[src/hw/sosr_pkg.sv]
/*
 * Constants and carrier types of the sensor output, status and reset register bank.
 * Assumes one 200 MHz core clock and a byte-wide register access port in front of the bank.
 */
package sosr_pkg;

  // ****************************************************************
  // Register offsets
  // ****************************************************************
  localparam logic [7:0] ADDR_EVENT_CFG = 8'h0B;
  localparam logic [7:0] ADDR_THS_LOW = 8'h0C;
  localparam logic [7:0] ADDR_THS_HIGH = 8'h0D;
  localparam logic [7:0] ADDR_IF_CFG = 8'h0E;
  localparam logic [7:0] ADDR_RATE_SELECT = 8'h10;
  localparam logic [7:0] ADDR_UPDATE_RELOAD = 8'h11;
  localparam logic [7:0] ADDR_ADDR_CTRL = 8'h12;
  localparam logic [7:0] ADDR_IRQ_ROUTING = 8'h13;
  localparam logic [7:0] ADDR_QUEUE_CTRL = 8'h14;
  localparam logic [7:0] ADDR_QUEUE_MARK = 8'h15;
  localparam logic [7:0] ADDR_TRIM_LOW = 8'h1A;
  localparam logic [7:0] ADDR_TRIM_HIGH = 8'h1B;
  localparam logic [7:0] ADDR_EVENT_SOURCE = 8'h24;
  localparam logic [7:0] ADDR_QUEUE_FIRST = 8'h25;
  localparam logic [7:0] ADDR_QUEUE_SECOND = 8'h26;
  localparam logic [7:0] ADDR_SAMPLE_FLAGS = 8'h27;
  localparam logic [7:0] ADDR_PRESS_LOW = 8'h28;
  localparam logic [7:0] ADDR_PRESS_MID = 8'h29;
  localparam logic [7:0] ADDR_PRESS_HIGH = 8'h2A;
  localparam logic [7:0] ADDR_TEMP_LOW = 8'h2B;
  localparam logic [7:0] ADDR_TEMP_HIGH = 8'h2C;
  localparam logic [7:0] ADDR_QOUT_FIRST = 8'h78;
  localparam logic [7:0] ADDR_QOUT_LAST = 8'h7A;

  // ****************************************************************
  // Field positions
  // ****************************************************************
  localparam int RELOAD_BIT = 7;
  localparam int UPD_BIT = 3;
  localparam int SOFT_RESET_BIT = 2;
  localparam int ONE_SHOT_BIT = 0;
  localparam int AUTO_INC_BIT = 2;
  localparam int ZERO_REF_BIT = 5;
  localparam int RDY_ROUTE_BIT = 5;
  localparam int BOOT_FLAG_BIT = 7;
  localparam int P_AV_BIT = 0;
  localparam int T_AV_BIT = 1;
  localparam int P_OR_BIT = 4;
  localparam int T_OR_BIT = 5;
  localparam int RATE_MSB = 6;
  localparam int RATE_LSB = 3;

  // ****************************************************************
  // Reset values and queue routing mask
  // ****************************************************************
  localparam logic [7:0] RST_ZERO = 8'h00;
  localparam logic [7:0] RST_ADDR_CTRL = 8'h04;
  localparam logic [2:0] QUEUE_ROUTE_MASK = 3'h7;

  // ****************************************************************
  // Timing
  // ****************************************************************
  localparam int CLK_MHZ = 200;
  localparam int BOOT_TIME_MS = 10;
  localparam int SOFT_RESET_TIME_US = 40;
  localparam int BOOT_CYCLES = BOOT_TIME_MS * 1000 * CLK_MHZ;
  localparam int SOFT_RESET_CYCLES = SOFT_RESET_TIME_US * CLK_MHZ;

  // ****************************************************************
  // Types
  // ****************************************************************
  typedef struct packed {
    logic [23:0] pressure;
    logic [15:0] temperature;
  } sosr_sample_t;

  typedef struct packed {
    logic [7:0] first;
    logic [7:0] second;
  } sosr_queue_state_t;

  typedef enum logic [2:0] {
    SOSR_BOOT = 3'h1,
    SOSR_IDLE = 3'h2,
    SOSR_SRST = 3'h4
  } sosr_state_t;

endpackage : sosr_pkg

[src/hw/sosr_bank.sv]
/*
 * Output, status and reset register bank of a pressure and temperature sensor.
 * Assumes a serial front end that gives a byte port (start with address, then
 * read or write strobes) and a conversion engine on the same clock.
 */
// Functional notes
// - A new sample sets the pressure and temperature available flags.
// - Reading the high pressure byte clears the pressure available flag.
// - Reading the high temperature byte clears the temperature available flag.
// - A sample arriving while its available flag is set sets its overrun flag.
// - Overrun flags clear once all data is read and nothing new arrived.
// - Both available flags rise together and clear independently.
// - One-shot takes one sample then self-clears its request bit.
// - The data-ready routing bit drives pressure available onto the interrupt pin.
// - Interrupt pin is OR of routed data-ready and routed queue interrupts.
// - Block update holds a started sample until its high byte is read.
// - Pressure and temperature lock separately, released by their high byte read.
// - Block update also locks queue state; first must be read before second.
// - Pressure is 24-bit two's complement, low byte at the lowest address.
// - Temperature is 16-bit two's complement, low byte first.
// - Power-up boot lasts at most the boot time, then power-down.
// - Register accesses are not serviced while boot runs.
// - Reload clears offset trim, forces power-down and self-clears its bit.
// - Soft reset returns the control, queue, event and flag registers to defaults.
// - Soft reset bit reads one until the reset completes.
// - Auto-increment advances the address after each byte when enabled.
// - Auto-increment wraps at the end of the sample ranges.
`timescale 1ns/1ps
`default_nettype none

module sosr_bank #(
  parameter int BOOT_CYCLES = sosr_pkg::BOOT_CYCLES,
  parameter int SOFT_RESET_CYCLES = sosr_pkg::SOFT_RESET_CYCLES
) (
  input wire logic core_clk_in, // Core clock, 200 MHz.
  input wire logic rst_b_in, // Synchronous reset, active low.
  input wire logic reg_start_in, // Pulse: load address pointer.
  input wire logic [7:0] reg_addr_in, // Start address.
  input wire logic reg_rd_in, // Pulse: read byte at pointer.
  input wire logic reg_wr_in, // Pulse: write byte at pointer.
  input wire logic [7:0] reg_wdata_in, // Write data.
  output logic reg_ready_out, // High when accesses are serviced.
  output logic reg_rvalid_out, // Pulse: read data valid.
  output logic [7:0] reg_rdata_out, // Read data.
  input wire logic sample_valid_in, // Pulse: new sample from conversion.
  input wire sosr_pkg::sosr_sample_t sample_in, // Sample values.
  input wire sosr_pkg::sosr_queue_state_t queue_state_in, // Live queue state.
  input wire logic [2:0] queue_irq_in, // Queue interrupt signals.
  output logic [3:0] output_rate_select_out, // Selected rate, zero is power-down.
  output logic [2:0] averaging_select_out, // Averaging selection.
  output logic one_shot_req_out, // Pulse: start one measurement.
  output logic zero_reference_mode_out, // Differential output mode.
  output logic trim_load_out, // High while trim parameters load.
  output logic interrupt_output_pin // Interrupt pin level.
);

  // ****************************************************************
  // Declarations
  // ****************************************************************
  sosr_pkg::sosr_state_t state_reg;
  logic [31:0] timer_reg;
  logic [7:0] ptr_reg;
  logic [7:0] gen_reg [0:7];
  logic [7:0] rate_reg;
  logic [7:0] ctrl_reg;
  logic [7:0] route_reg;
  logic [7:0] trim_low_reg;
  logic [7:0] trim_high_reg;
  logic p_av_reg, t_av_reg, p_or_reg, t_or_reg;
  logic p_lock_reg, t_lock_reg, q_lock_reg;
  logic [23:0] p_latest_reg, p_held_reg;
  logic [15:0] t_latest_reg, t_held_reg;
  logic [7:0] q_second_held_reg;
  logic oneshot_busy_reg;
  logic rd_ok, wr_ok, upd;
  logic [3:0] slot;
  logic [23:0] p_view;
  logic [15:0] t_view;
  logic rd_p_hi, rd_t_hi;
  logic srst_done;

  // Maps a general storage address to its slot, eight meaning none.
  function automatic logic [3:0] gen_slot(input logic [7:0] a);
    case (a)
      sosr_pkg::ADDR_EVENT_CFG: gen_slot = 4'h0;
      sosr_pkg::ADDR_THS_LOW: gen_slot = 4'h1;
      sosr_pkg::ADDR_THS_HIGH: gen_slot = 4'h2;
      sosr_pkg::ADDR_IF_CFG: gen_slot = 4'h3;
      sosr_pkg::ADDR_ADDR_CTRL: gen_slot = 4'h4;
      sosr_pkg::ADDR_QUEUE_CTRL: gen_slot = 4'h5;
      sosr_pkg::ADDR_QUEUE_MARK: gen_slot = 4'h6;
      default: gen_slot = 4'h8;
    endcase
  endfunction : gen_slot

  // Next pointer after a byte, wrapping inside the sample ranges.
  function automatic logic [7:0] next_ptr(input logic [7:0] a);
    if (a == sosr_pkg::ADDR_TEMP_HIGH) begin
      next_ptr = sosr_pkg::ADDR_PRESS_LOW;
    end else if (a == sosr_pkg::ADDR_QOUT_LAST) begin
      next_ptr = sosr_pkg::ADDR_QOUT_FIRST;
    end else begin
      next_ptr = a + 8'h01;
    end
  endfunction : next_ptr

  // ****************************************************************
  // Access qualification
  // ****************************************************************
  // Accesses are refused during boot; reads see the locked or live view.
  assign reg_ready_out = (state_reg != sosr_pkg::SOSR_BOOT);
  assign rd_ok = reg_rd_in && reg_ready_out;
  assign wr_ok = reg_wr_in && reg_ready_out;
  assign upd = ctrl_reg[sosr_pkg::UPD_BIT];
  assign slot = gen_slot(ptr_reg);
  assign p_view = p_lock_reg ? p_held_reg : p_latest_reg;
  assign t_view = t_lock_reg ? t_held_reg : t_latest_reg;
  assign rd_p_hi = rd_ok && (ptr_reg == sosr_pkg::ADDR_PRESS_HIGH);
  assign rd_t_hi = rd_ok && (ptr_reg == sosr_pkg::ADDR_TEMP_HIGH);
  assign srst_done = (state_reg == sosr_pkg::SOSR_SRST) && (timer_reg == 32'h0000_0000);

  // ****************************************************************
  // Boot, reload and soft reset sequencing
  // ****************************************************************
  // Boot runs from reset and on a reload request; soft reset has its own wait.
  always_ff @(posedge core_clk_in) begin
    if (!rst_b_in) begin
      state_reg <= sosr_pkg::SOSR_BOOT;
      timer_reg <= 32'h0000_0000;
    end else begin
      case (state_reg)
        sosr_pkg::SOSR_BOOT: begin
          if (timer_reg >= 32'(BOOT_CYCLES - 1)) begin
            state_reg <= sosr_pkg::SOSR_IDLE;
            timer_reg <= 32'h0000_0000;
          end else begin
            timer_reg <= timer_reg + 32'h0000_0001;
          end
        end
        sosr_pkg::SOSR_IDLE: begin
          if (wr_ok && ptr_reg == sosr_pkg::ADDR_UPDATE_RELOAD) begin
            if (reg_wdata_in[sosr_pkg::RELOAD_BIT]) begin
              state_reg <= sosr_pkg::SOSR_BOOT;
              timer_reg <= 32'h0000_0000;
            end else if (reg_wdata_in[sosr_pkg::SOFT_RESET_BIT]) begin
              state_reg <= sosr_pkg::SOSR_SRST;
              timer_reg <= 32'(SOFT_RESET_CYCLES - 1);
            end
          end
        end
        sosr_pkg::SOSR_SRST: begin
          if (timer_reg == 32'h0000_0000) begin
            state_reg <= sosr_pkg::SOSR_IDLE;
          end else begin
            timer_reg <= timer_reg - 32'h0000_0001;
          end
        end
        default: begin
          state_reg <= sosr_pkg::SOSR_IDLE;
          timer_reg <= 32'h0000_0000;
        end
      endcase
    end
  end

  // ****************************************************************
  // Address pointer
  // ****************************************************************
  // The pointer loads on start and advances after each byte when enabled.
  always_ff @(posedge core_clk_in) begin
    if (!rst_b_in) begin
      ptr_reg <= 8'h00;
    end else if (reg_start_in) begin
      ptr_reg <= reg_addr_in;
    end else if ((rd_ok || wr_ok) && gen_reg[4][sosr_pkg::AUTO_INC_BIT]) begin
      ptr_reg <= next_ptr(ptr_reg);
    end
  end

  // ****************************************************************
  // General control storage
  // ****************************************************************
  // Plain read-write registers; the soft reset puts them back to defaults.
  always_ff @(posedge core_clk_in) begin
    if (!rst_b_in || srst_done) begin
      for (int i = 0; i < 8; i++) begin
        gen_reg[i] <= sosr_pkg::RST_ZERO;
      end
      gen_reg[4] <= sosr_pkg::RST_ADDR_CTRL;
    end else if (wr_ok && slot != 4'h8) begin
      gen_reg[slot[2:0]] <= reg_wdata_in;
    end
  end

  // Rate select and routing; reload forces power-down.
  always_ff @(posedge core_clk_in) begin
    if (!rst_b_in || srst_done) begin
      rate_reg <= sosr_pkg::RST_ZERO;
      route_reg <= sosr_pkg::RST_ZERO;
    end else if (state_reg == sosr_pkg::SOSR_BOOT) begin
      rate_reg[sosr_pkg::RATE_MSB:sosr_pkg::RATE_LSB] <= 4'h0;
    end else if (wr_ok && ptr_reg == sosr_pkg::ADDR_RATE_SELECT) begin
      rate_reg <= reg_wdata_in;
    end else if (wr_ok && ptr_reg == sosr_pkg::ADDR_IRQ_ROUTING) begin
      route_reg <= reg_wdata_in;
    end
  end

  // Update and reload control; the self-clearing bits drop when their work ends.
  always_ff @(posedge core_clk_in) begin
    if (!rst_b_in || srst_done) begin
      ctrl_reg <= sosr_pkg::RST_ZERO;
    end else begin
      if (wr_ok && ptr_reg == sosr_pkg::ADDR_UPDATE_RELOAD) begin
        ctrl_reg <= reg_wdata_in;
      end
      if (state_reg == sosr_pkg::SOSR_BOOT && timer_reg >= 32'(BOOT_CYCLES - 1)) begin
        ctrl_reg[sosr_pkg::RELOAD_BIT] <= 1'b0;
      end
      if (oneshot_busy_reg && sample_valid_in) begin
        ctrl_reg[sosr_pkg::ONE_SHOT_BIT] <= 1'b0;
      end
    end
  end

  // One-shot issues one request and waits for its sample.
  always_ff @(posedge core_clk_in) begin
    if (!rst_b_in || srst_done || state_reg == sosr_pkg::SOSR_BOOT) begin
      oneshot_busy_reg <= 1'b0;
      one_shot_req_out <= 1'b0;
    end else begin
      one_shot_req_out <= 1'b0;
      if (wr_ok && ptr_reg == sosr_pkg::ADDR_UPDATE_RELOAD
          && reg_wdata_in[sosr_pkg::ONE_SHOT_BIT] && !oneshot_busy_reg) begin
        oneshot_busy_reg <= 1'b1;
        one_shot_req_out <= 1'b1;
      end else if (sample_valid_in) begin
        oneshot_busy_reg <= 1'b0;
      end
    end
  end

  // Offset trim is cleared by reset and by a reload, not by soft reset.
  always_ff @(posedge core_clk_in) begin
    if (!rst_b_in || state_reg == sosr_pkg::SOSR_BOOT) begin
      trim_low_reg <= sosr_pkg::RST_ZERO;
      trim_high_reg <= sosr_pkg::RST_ZERO;
    end else if (wr_ok && ptr_reg == sosr_pkg::ADDR_TRIM_LOW) begin
      trim_low_reg <= reg_wdata_in;
    end else if (wr_ok && ptr_reg == sosr_pkg::ADDR_TRIM_HIGH) begin
      trim_high_reg <= reg_wdata_in;
    end
  end

  // ****************************************************************
  // Sample flags
  // ****************************************************************
  // Both flags rise on one sample; a set in the read cycle wins over the clear.
  always_ff @(posedge core_clk_in) begin
    if (!rst_b_in || srst_done) begin
      p_av_reg <= 1'b0;
      t_av_reg <= 1'b0;
      p_or_reg <= 1'b0;
      t_or_reg <= 1'b0;
    end else if (sample_valid_in) begin
      p_av_reg <= 1'b1;
      t_av_reg <= 1'b1;
      if (p_av_reg) begin
        p_or_reg <= 1'b1;
      end
      if (t_av_reg) begin
        t_or_reg <= 1'b1;
      end
    end else begin
      if (rd_p_hi) begin
        p_av_reg <= 1'b0;
      end
      if (rd_t_hi) begin
        t_av_reg <= 1'b0;
      end
      if ((rd_p_hi || !p_av_reg) && (rd_t_hi || !t_av_reg) && (rd_p_hi || rd_t_hi)) begin
        p_or_reg <= 1'b0;
        t_or_reg <= 1'b0;
      end
    end
  end

  // ****************************************************************
  // Sample data and block update locks
  // ****************************************************************
  // The latest sample always lands; a lock freezes the visible copy.
  always_ff @(posedge core_clk_in) begin
    if (!rst_b_in) begin
      p_latest_reg <= 24'h00_0000;
      t_latest_reg <= 16'h0000;
    end else if (sample_valid_in) begin
      p_latest_reg <= sample_in.pressure;
      t_latest_reg <= sample_in.temperature;
    end
  end

  // Pressure lock starts on a low or middle byte read, ends on the high byte.
  always_ff @(posedge core_clk_in) begin
    if (!rst_b_in || !upd) begin
      p_lock_reg <= 1'b0;
      p_held_reg <= 24'h00_0000;
    end else if (rd_p_hi) begin
      p_lock_reg <= 1'b0;
    end else if (rd_ok && !p_lock_reg
                 && (ptr_reg == sosr_pkg::ADDR_PRESS_LOW || ptr_reg == sosr_pkg::ADDR_PRESS_MID)) begin
      p_lock_reg <= 1'b1;
      p_held_reg <= p_latest_reg;
    end
  end

  // Temperature locks on its own, independent of pressure.
  always_ff @(posedge core_clk_in) begin
    if (!rst_b_in || !upd) begin
      t_lock_reg <= 1'b0;
      t_held_reg <= 16'h0000;
    end else if (rd_t_hi) begin
      t_lock_reg <= 1'b0;
    end else if (rd_ok && !t_lock_reg && ptr_reg == sosr_pkg::ADDR_TEMP_LOW) begin
      t_lock_reg <= 1'b1;
      t_held_reg <= t_latest_reg;
    end
  end

  // Reading the first queue byte freezes the second until it is read.
  always_ff @(posedge core_clk_in) begin
    if (!rst_b_in || !upd || srst_done) begin
      q_lock_reg <= 1'b0;
      q_second_held_reg <= 8'h00;
    end else if (rd_ok && ptr_reg == sosr_pkg::ADDR_QUEUE_FIRST) begin
      q_lock_reg <= 1'b1;
      q_second_held_reg <= queue_state_in.second;
    end else if (rd_ok && ptr_reg == sosr_pkg::ADDR_QUEUE_SECOND) begin
      q_lock_reg <= 1'b0;
    end
  end

  // ****************************************************************
  // Read data
  // ****************************************************************
  // Read data is registered; unmapped addresses read zero.
  always_ff @(posedge core_clk_in) begin
    if (!rst_b_in) begin
      reg_rvalid_out <= 1'b0;
      reg_rdata_out <= 8'h00;
    end else begin
      reg_rvalid_out <= rd_ok;
      if (rd_ok) begin
        case (ptr_reg)
          sosr_pkg::ADDR_RATE_SELECT: reg_rdata_out <= rate_reg;
          sosr_pkg::ADDR_UPDATE_RELOAD: reg_rdata_out <= ctrl_reg;
          sosr_pkg::ADDR_IRQ_ROUTING: reg_rdata_out <= route_reg;
          sosr_pkg::ADDR_TRIM_LOW: reg_rdata_out <= trim_low_reg;
          sosr_pkg::ADDR_TRIM_HIGH: reg_rdata_out <= trim_high_reg;
          sosr_pkg::ADDR_EVENT_SOURCE: reg_rdata_out <= 8'h00;
          sosr_pkg::ADDR_QUEUE_FIRST: reg_rdata_out <= queue_state_in.first;
          sosr_pkg::ADDR_QUEUE_SECOND:
            reg_rdata_out <= q_lock_reg ? q_second_held_reg : queue_state_in.second;
          sosr_pkg::ADDR_SAMPLE_FLAGS: begin
            reg_rdata_out <= 8'h00;
            reg_rdata_out[sosr_pkg::P_AV_BIT] <= p_av_reg;
            reg_rdata_out[sosr_pkg::T_AV_BIT] <= t_av_reg;
            reg_rdata_out[sosr_pkg::P_OR_BIT] <= p_or_reg;
            reg_rdata_out[sosr_pkg::T_OR_BIT] <= t_or_reg;
          end
          sosr_pkg::ADDR_PRESS_LOW: reg_rdata_out <= p_view[7:0];
          sosr_pkg::ADDR_PRESS_MID: reg_rdata_out <= p_view[15:8];
          sosr_pkg::ADDR_PRESS_HIGH: reg_rdata_out <= p_view[23:16];
          sosr_pkg::ADDR_TEMP_LOW: reg_rdata_out <= t_view[7:0];
          sosr_pkg::ADDR_TEMP_HIGH: reg_rdata_out <= t_view[15:8];
          default: begin
            if (slot != 4'h8) begin
              reg_rdata_out <= gen_reg[slot[2:0]];
            end else begin
              reg_rdata_out <= 8'h00;
            end
          end
        endcase
      end
    end
  end

  // ****************************************************************
  // Outputs
  // ****************************************************************
  // The interrupt pin ORs routed data-ready with routed queue events.
  always_ff @(posedge core_clk_in) begin
    if (!rst_b_in) begin
      interrupt_output_pin <= 1'b0;
    end else begin
      interrupt_output_pin <= (route_reg[sosr_pkg::RDY_ROUTE_BIT] && p_av_reg)
        || |(queue_irq_in & route_reg[2:0] & sosr_pkg::QUEUE_ROUTE_MASK);
    end
  end

  // Control fields decoded for the conversion engine.
  assign output_rate_select_out = rate_reg[sosr_pkg::RATE_MSB:sosr_pkg::RATE_LSB];
  assign averaging_select_out = rate_reg[2:0];
  assign zero_reference_mode_out = gen_reg[0][sosr_pkg::ZERO_REF_BIT];
  assign trim_load_out = (state_reg == sosr_pkg::SOSR_BOOT);

endmodule : sosr_bank

`default_nettype wire

[config.mk]
export PLATFORM = sky130hd
export DESIGN_NAME = sosr_bank
export DESIGN_NICKNAME = d
export VERILOG_FILES = /design/src/hw/sosr_pkg.sv /design/src/hw/sosr_bank.sv
export SDC_FILE = /design/constraint.sdc
export NUM_CORES = 1
export LEC_CHECK = 0
export BUFFER_PORTS_ARGS = -buffer_cell sky130_fd_sc_hd__buf_2
export CORE_ASPECT_RATIO = 1.1
export CORE_MARGIN = 3
export CORE_UTILIZATION = 50
export DETAILED_ROUTE_END_ITERATION = 8
export PLACE_DENSITY = 0.68
export REMOVE_ABC_BUFFERS = 1
export SYNTH_ARGS = -nofsm -noshare
export SYNTH_HDL_FRONTEND = slang
export SYNTH_SLANG_ARGS = --single-unit
[constraint.sdc]
create_clock -name core_clk_in -period 2.8 [get_ports core_clk_in]
set_input_delay 0.56 -clock core_clk_in [delete_from_list [all_inputs] [get_ports core_clk_in]]
set_output_delay 0.56 -clock core_clk_in [all_outputs]
set_load 0.05 [all_outputs]
* After elaboration in Yosys (flattened, before gate mapping) *
Memory sizes are Yosys's and may differ from the RTL's.
Cells that the tools add are included.

word-level totals
  output and inout port bits = 21
  logic and storage cells = 185
  memory bits (writable) = 64
  input port bits = 81
  memories kept = 1
  register bits after elaboration = 190

cells by class
  add/sub/neg operators = 3
  muxes and demuxes = 45
  order comparisons = 1
  equal/unequal tests = 34
  bitwise logic cells = 7
  reduce and logical (&&, ||, !) cells = 66

memory list
  memory   depth  bits a word  read ports  clocked after Yosys merged registers in  write ports  line             source
  gen_reg  8      8            3           0                                        8            sosr_bank.sv:63  logic [7:0] gen_reg [0:7];

operators by type and width
  operator                 number
  $mux W32                 5
  $pmux W8 S14             1
  $pmux W32 S3             1
  $eq A8 B6 Y1 const B     9
  $eq A8 B5 Y1 const B     8
  $mux W8                  8
  $add A32 B1 Y32 const B  1
  $eq A8 B4 Y1 const B     4
  $ge A32 B21 Y1 const B   1
  $logic_not A32 Y1        1
  $sub A32 B1 Y32 const B  1
  $pmux W4 S7              1
  $logic_and A1 B1 Y1      25
  $mux W24                 1
  $mux W1                  20
  $mux W3                  6
  $mux W16                 1
  $reduce_and A2 Y1        6
  $reduce_bool A2 Y1       6
  $logic_or A1 B1 Y1       11
  $reduce_or A2 Y1         5
  $pmux W3 S3              1
  $add A8 B1 Y8 const B    1
  $eq A8 B7 Y1 const B     1
  other kinds (16)         31

* Logic depth before layout (Yosys ltp) *
  word-level depth = 9
  mapped depth = 11

* Worst setup path after synthesis *
Ideal clock, no wire load.

  path kind = reg2reg
  from = reg ptr_reg[0]
  to = mem gen_reg[3][0] (enable)
  arrival = 2.222 ns
  clock period less this slack = 2.552 ns
  path buffers = 2
  path slack = 0.248 ns
  stages on the path, launching flop included = 11
  cells stage by stage = dfxtp_1 > inv_1 > ha_1 > clkbuf_1 > nor2_1 > a2bb2oi_1 > nor2_1 > buf_2 > nand4_1 > nor2_1 > or2_1

RTL lines
  item                      line              source
  start: declaration        sosr_bank.sv:62   logic [7:0] ptr_reg;
  start signal: assignment  sosr_bank.sv:174  ptr_reg <= reg_addr_in;
  start signal: assignment  sosr_bank.sv:176  ptr_reg <= next_ptr(ptr_reg);
  end: declaration          sosr_bank.sv:63

* Final worst setup path *
  from = reg ptr_reg[0]
  to = reg reg_rdata_out[0]

between the ends
  word-level cells in the longest chain between the ends = 5
  elaborated cells on any way between the ends = 26
  those cells by class = eq/ne: 22; mux: 3; memory: 1

ends and longest elaborated chain
  item                                           line              source
  $eq A8 B5 Y1 or $eq A8 B4 Y1 (tied branches)   sosr_bank.sv:84   case (a)
  $pmux W4 S7                                    sosr_bank.sv:84
  $mem_v2 Z8 W8 or $ne A4 B4 Y1 (tied branches)  -
  $mux W8                                        sosr_bank.sv:376  if (slot != 4'h8) begin
  $pmux W8 S14 *                                 sosr_bank.sv:353  case (ptr_reg)
  end signal: assignment                         sosr_bank.sv:354  sosr_pkg::ADDR_RATE_SELECT: reg_rdata_out <= rate_reg;
  end signal: assignment                         sosr_bank.sv:355  sosr_pkg::ADDR_UPDATE_RELOAD: reg_rdata_out <= ctrl_reg;
  end signal: assignment                         sosr_bank.sv:377  reg_rdata_out <= gen_reg[slot[2:0]];
  end: declaration                               sosr_bank.sv:44   output logic [7:0] reg_rdata_out,

Every way passes the cells marked *; elsewhere a longest branch is shown, timed or not.
A chain may end at the register's enable or synchronous reset.

==> impl_results.md <==
- 1st-iter DRT viols: 939
- DR WL/cell: 20.34 um
- Hold Path Depth: 3
- Total die area: 28320 um^2
- Req. time, crit path: 3230 ps
- Number of buffers added on ports: 101
- Final slew viol count: 0
- Relative slew slack: 0.5301
- Placer congestion estimate: 0.9661
- Worst Skew: 19.50 ps
- Synth area leaders: dfxtp_1 (29%), edfxtp_1 (15%), mux2i_1 (10%)
- Critical Path Sink Type: flip-flop
- Final HPWL DP: 27950 um
- Finished Cell Area: 15320 um^2
- Grt total ovfl: 0
- Register area: 5727 um^2
- Syn Area/Cell: 9.330 um^2
- Crit Path Category: flip-flop to flip-flop
- Max FFs per register: 64
- Largest net degree at the start of global routing: 63
- MaxCap Viol Count: 0
- Power Density: 601.6 nW/um^2
- Area delta synth->final: 16.39%
- First-pass GRT wire length: 61010 um
- Sequential-to-total area share from yosys stat: 0.4349
- Vias/cell: 6.037
- DRC: 0
- Die W: 160.7 um
- Crit path launch type: flip-flop
- # diodes: 0
- Yosys cell types: 97
- Placed cell count: 1847
- Period minus WS final: 2663 ps
- Worst Tran Pin Value: 704.9 ps
- CP max FO: 7
- Vias in the first global route: 11115
- Row cnt: 61
- FF+latch count, synth: 254
- Total iterations of the first detailed-routing run: 5
- Overall Power: 9219 uW
- CTS tree: yes
- Final non-filler cell total: 1899
- Sink Count: 254
- LEAKAGE: 0.005741 uW
- Multi-input gate area: 6894 um^2
- Num CTS Buffers: 27
- Filler cell count: 2204
- Synth Warn #: 0
- Final wirelength: 38630 um
- Antenna violations before repair: 1
- Max IR drop VDD: 0.4533 mV
- Setup violations, final: 0
- Synth cell count leaders: dfxtp_1 (190), nor2_1 (169), mux2i_1 (138), nand2_1 (114), and2_1 (71)
- Share of synthesized flip-flops with an asynchronous set or reset: 0
- Boundary Pins: 102
- H-tree depth: 1
- Status: completed
- GRT Total Usage: 0.2661
- HP Class: primary input to flip-flop
- Final ANT Viol Nets: 0
- WHS: 244.8 ps
- Worst Reg-to-Reg Cells: 9
- Syn Inst Count: 1411
- Clock Path Buffers: 3
- Clock-pin slew of the registers on the worst-case setup and hold paths: 60 ps
- Top cell type's share of synthesized area: 0.2889
- Via count of the routed design: 11465
- Die height: 176.2 um
- Placed cell areas: 14340 um^2
- Fmax: 0.3755 GHz
- Util after Layout: 0.5993
- Final Cycle Share: 0.9511
- RSZ-0062 raised after global routing: false
- Synthesized cell area: 13170 um^2
- Clock Tree Root: clkbuf_16
- Post-synth EDFFs: 64
- Top-count cell post-synth: dfxtp_1
- Core area: 25570 um^2
- CP arrival: 3090 ps
- Starting density of the core: 0.5149
- Worst-skew pair later-pin latency: 550 ps
- Layout Nets: 1620
- Yosys top cell by area: dfxtp_1
- Share of post-route cells with drive strength above 1: 0.2054
- Top_reg_cell synth: dfxtp_1
- Final Hold Fails: 0
==> cell usage in the layout (no fill, tap or decap), types with 11 or more instances in the layout <==
cell	Yosys	final
nor4_1	12	12
o22ai_1	14	14
a22oi_1	17	17
buf_2	29	101
o211ai_1	16	16
nor3_1	29	29
dfxtp_1	190	189
xnor2_1	11	11
or3_1	15	15
and3_1	12	12
a21oi_1	58	58
mux2i_1	138	138
nor2_1	169	169
and2_1	71	71
nand3_1	32	32
nand2_1	114	114
edfxtp_1	64	64
buf_4	12	101
o221ai_1	13	13
mux2_2	21	21
inv_1	19	19
nand4_1	17	17
o21ai_0	47	47
clkbuf_16	0	27
==> kinds of logic after synthesis <==
group	synth area share
multiplexers	0.1229
AO/OA/AOI/OAI	0.1600
adder cells (fa/ha/maj)	0.005702
XOR/XNOR	0.009314
buffers and inverters	0.04590
flip-flops	0.4349
AND/OR/NAND/NOR	0.2213
==> stage by stage <==
step	setup WS [ps]	setup TNS, ps
final	136.8	0
after global routing	15.90	0
after CTS	60.90	0
after detailed placement	109.0	0
after global placement	168.2	0
after floorplan	-739.8	-86160
==> path summary, 6_finish.rpt <==
kind / from / endpoint / slack, ps
worst max-delay path: ptr_reg[0] / reg_rdata_out[0] / 140
worst max register to register: ptr_reg[0] / reg_rdata_out[0] / 140
worst min register to register: t_held_reg[0] / t_held_reg[0] / 450
worst min-delay path: sample_in[7] / t_latest_reg[7] / 240
==> report_power, final <==
group	internal (uW)	switching, uW	leakage, uW
sequential	3880	118	0.00220
combinational	581	1030	0.00309
clock	2120	1490	0.000445
total	6580	2640	0.00574
==> layer usage <==
layer / wire length (um) / share of wire / GRT usage / vias up
li1: - / - / - / 5426
met4: 1525 / 0.039 / 0.09968 / 2
met2: 18210 / 0.47 / 0.4505 / 426
met1: 16570 / 0.43 / 0.3483 / 5522
met3: 2317 / 0.060 / 0.03684 / 89
met5: 13 / 0.00034 / 0 / -
==> worst max-delay path, stage by stage (launching register included) <==
cell	delay, ps
dfxtp_1	420
inv_1	110
ha_1	270
buf_4	160
nand3_1	250
o221ai_1	180
a311o_1	310
a2111oi_0	530
buf_4	230
o2bb2ai_1	80
==> what timing repair did <==
item                                    CTS  global route
buffers inserted                          0             3
gates resized for setup                   0            17
hold buffers                              0             0
endpoints found under the setup margin    0           128
==> cell type report <==
class,count,share of cell area
clock inverter,13,0.008982
multi-input combinational,1026,0.4499
sequential,254,0.3737
clock buffer,36,0.05022
inverter,21,0.005144
tap,346,0.02825
timing repair buffer,203,0.08378
Note: power is estimated with default switching activity, not from simulation.
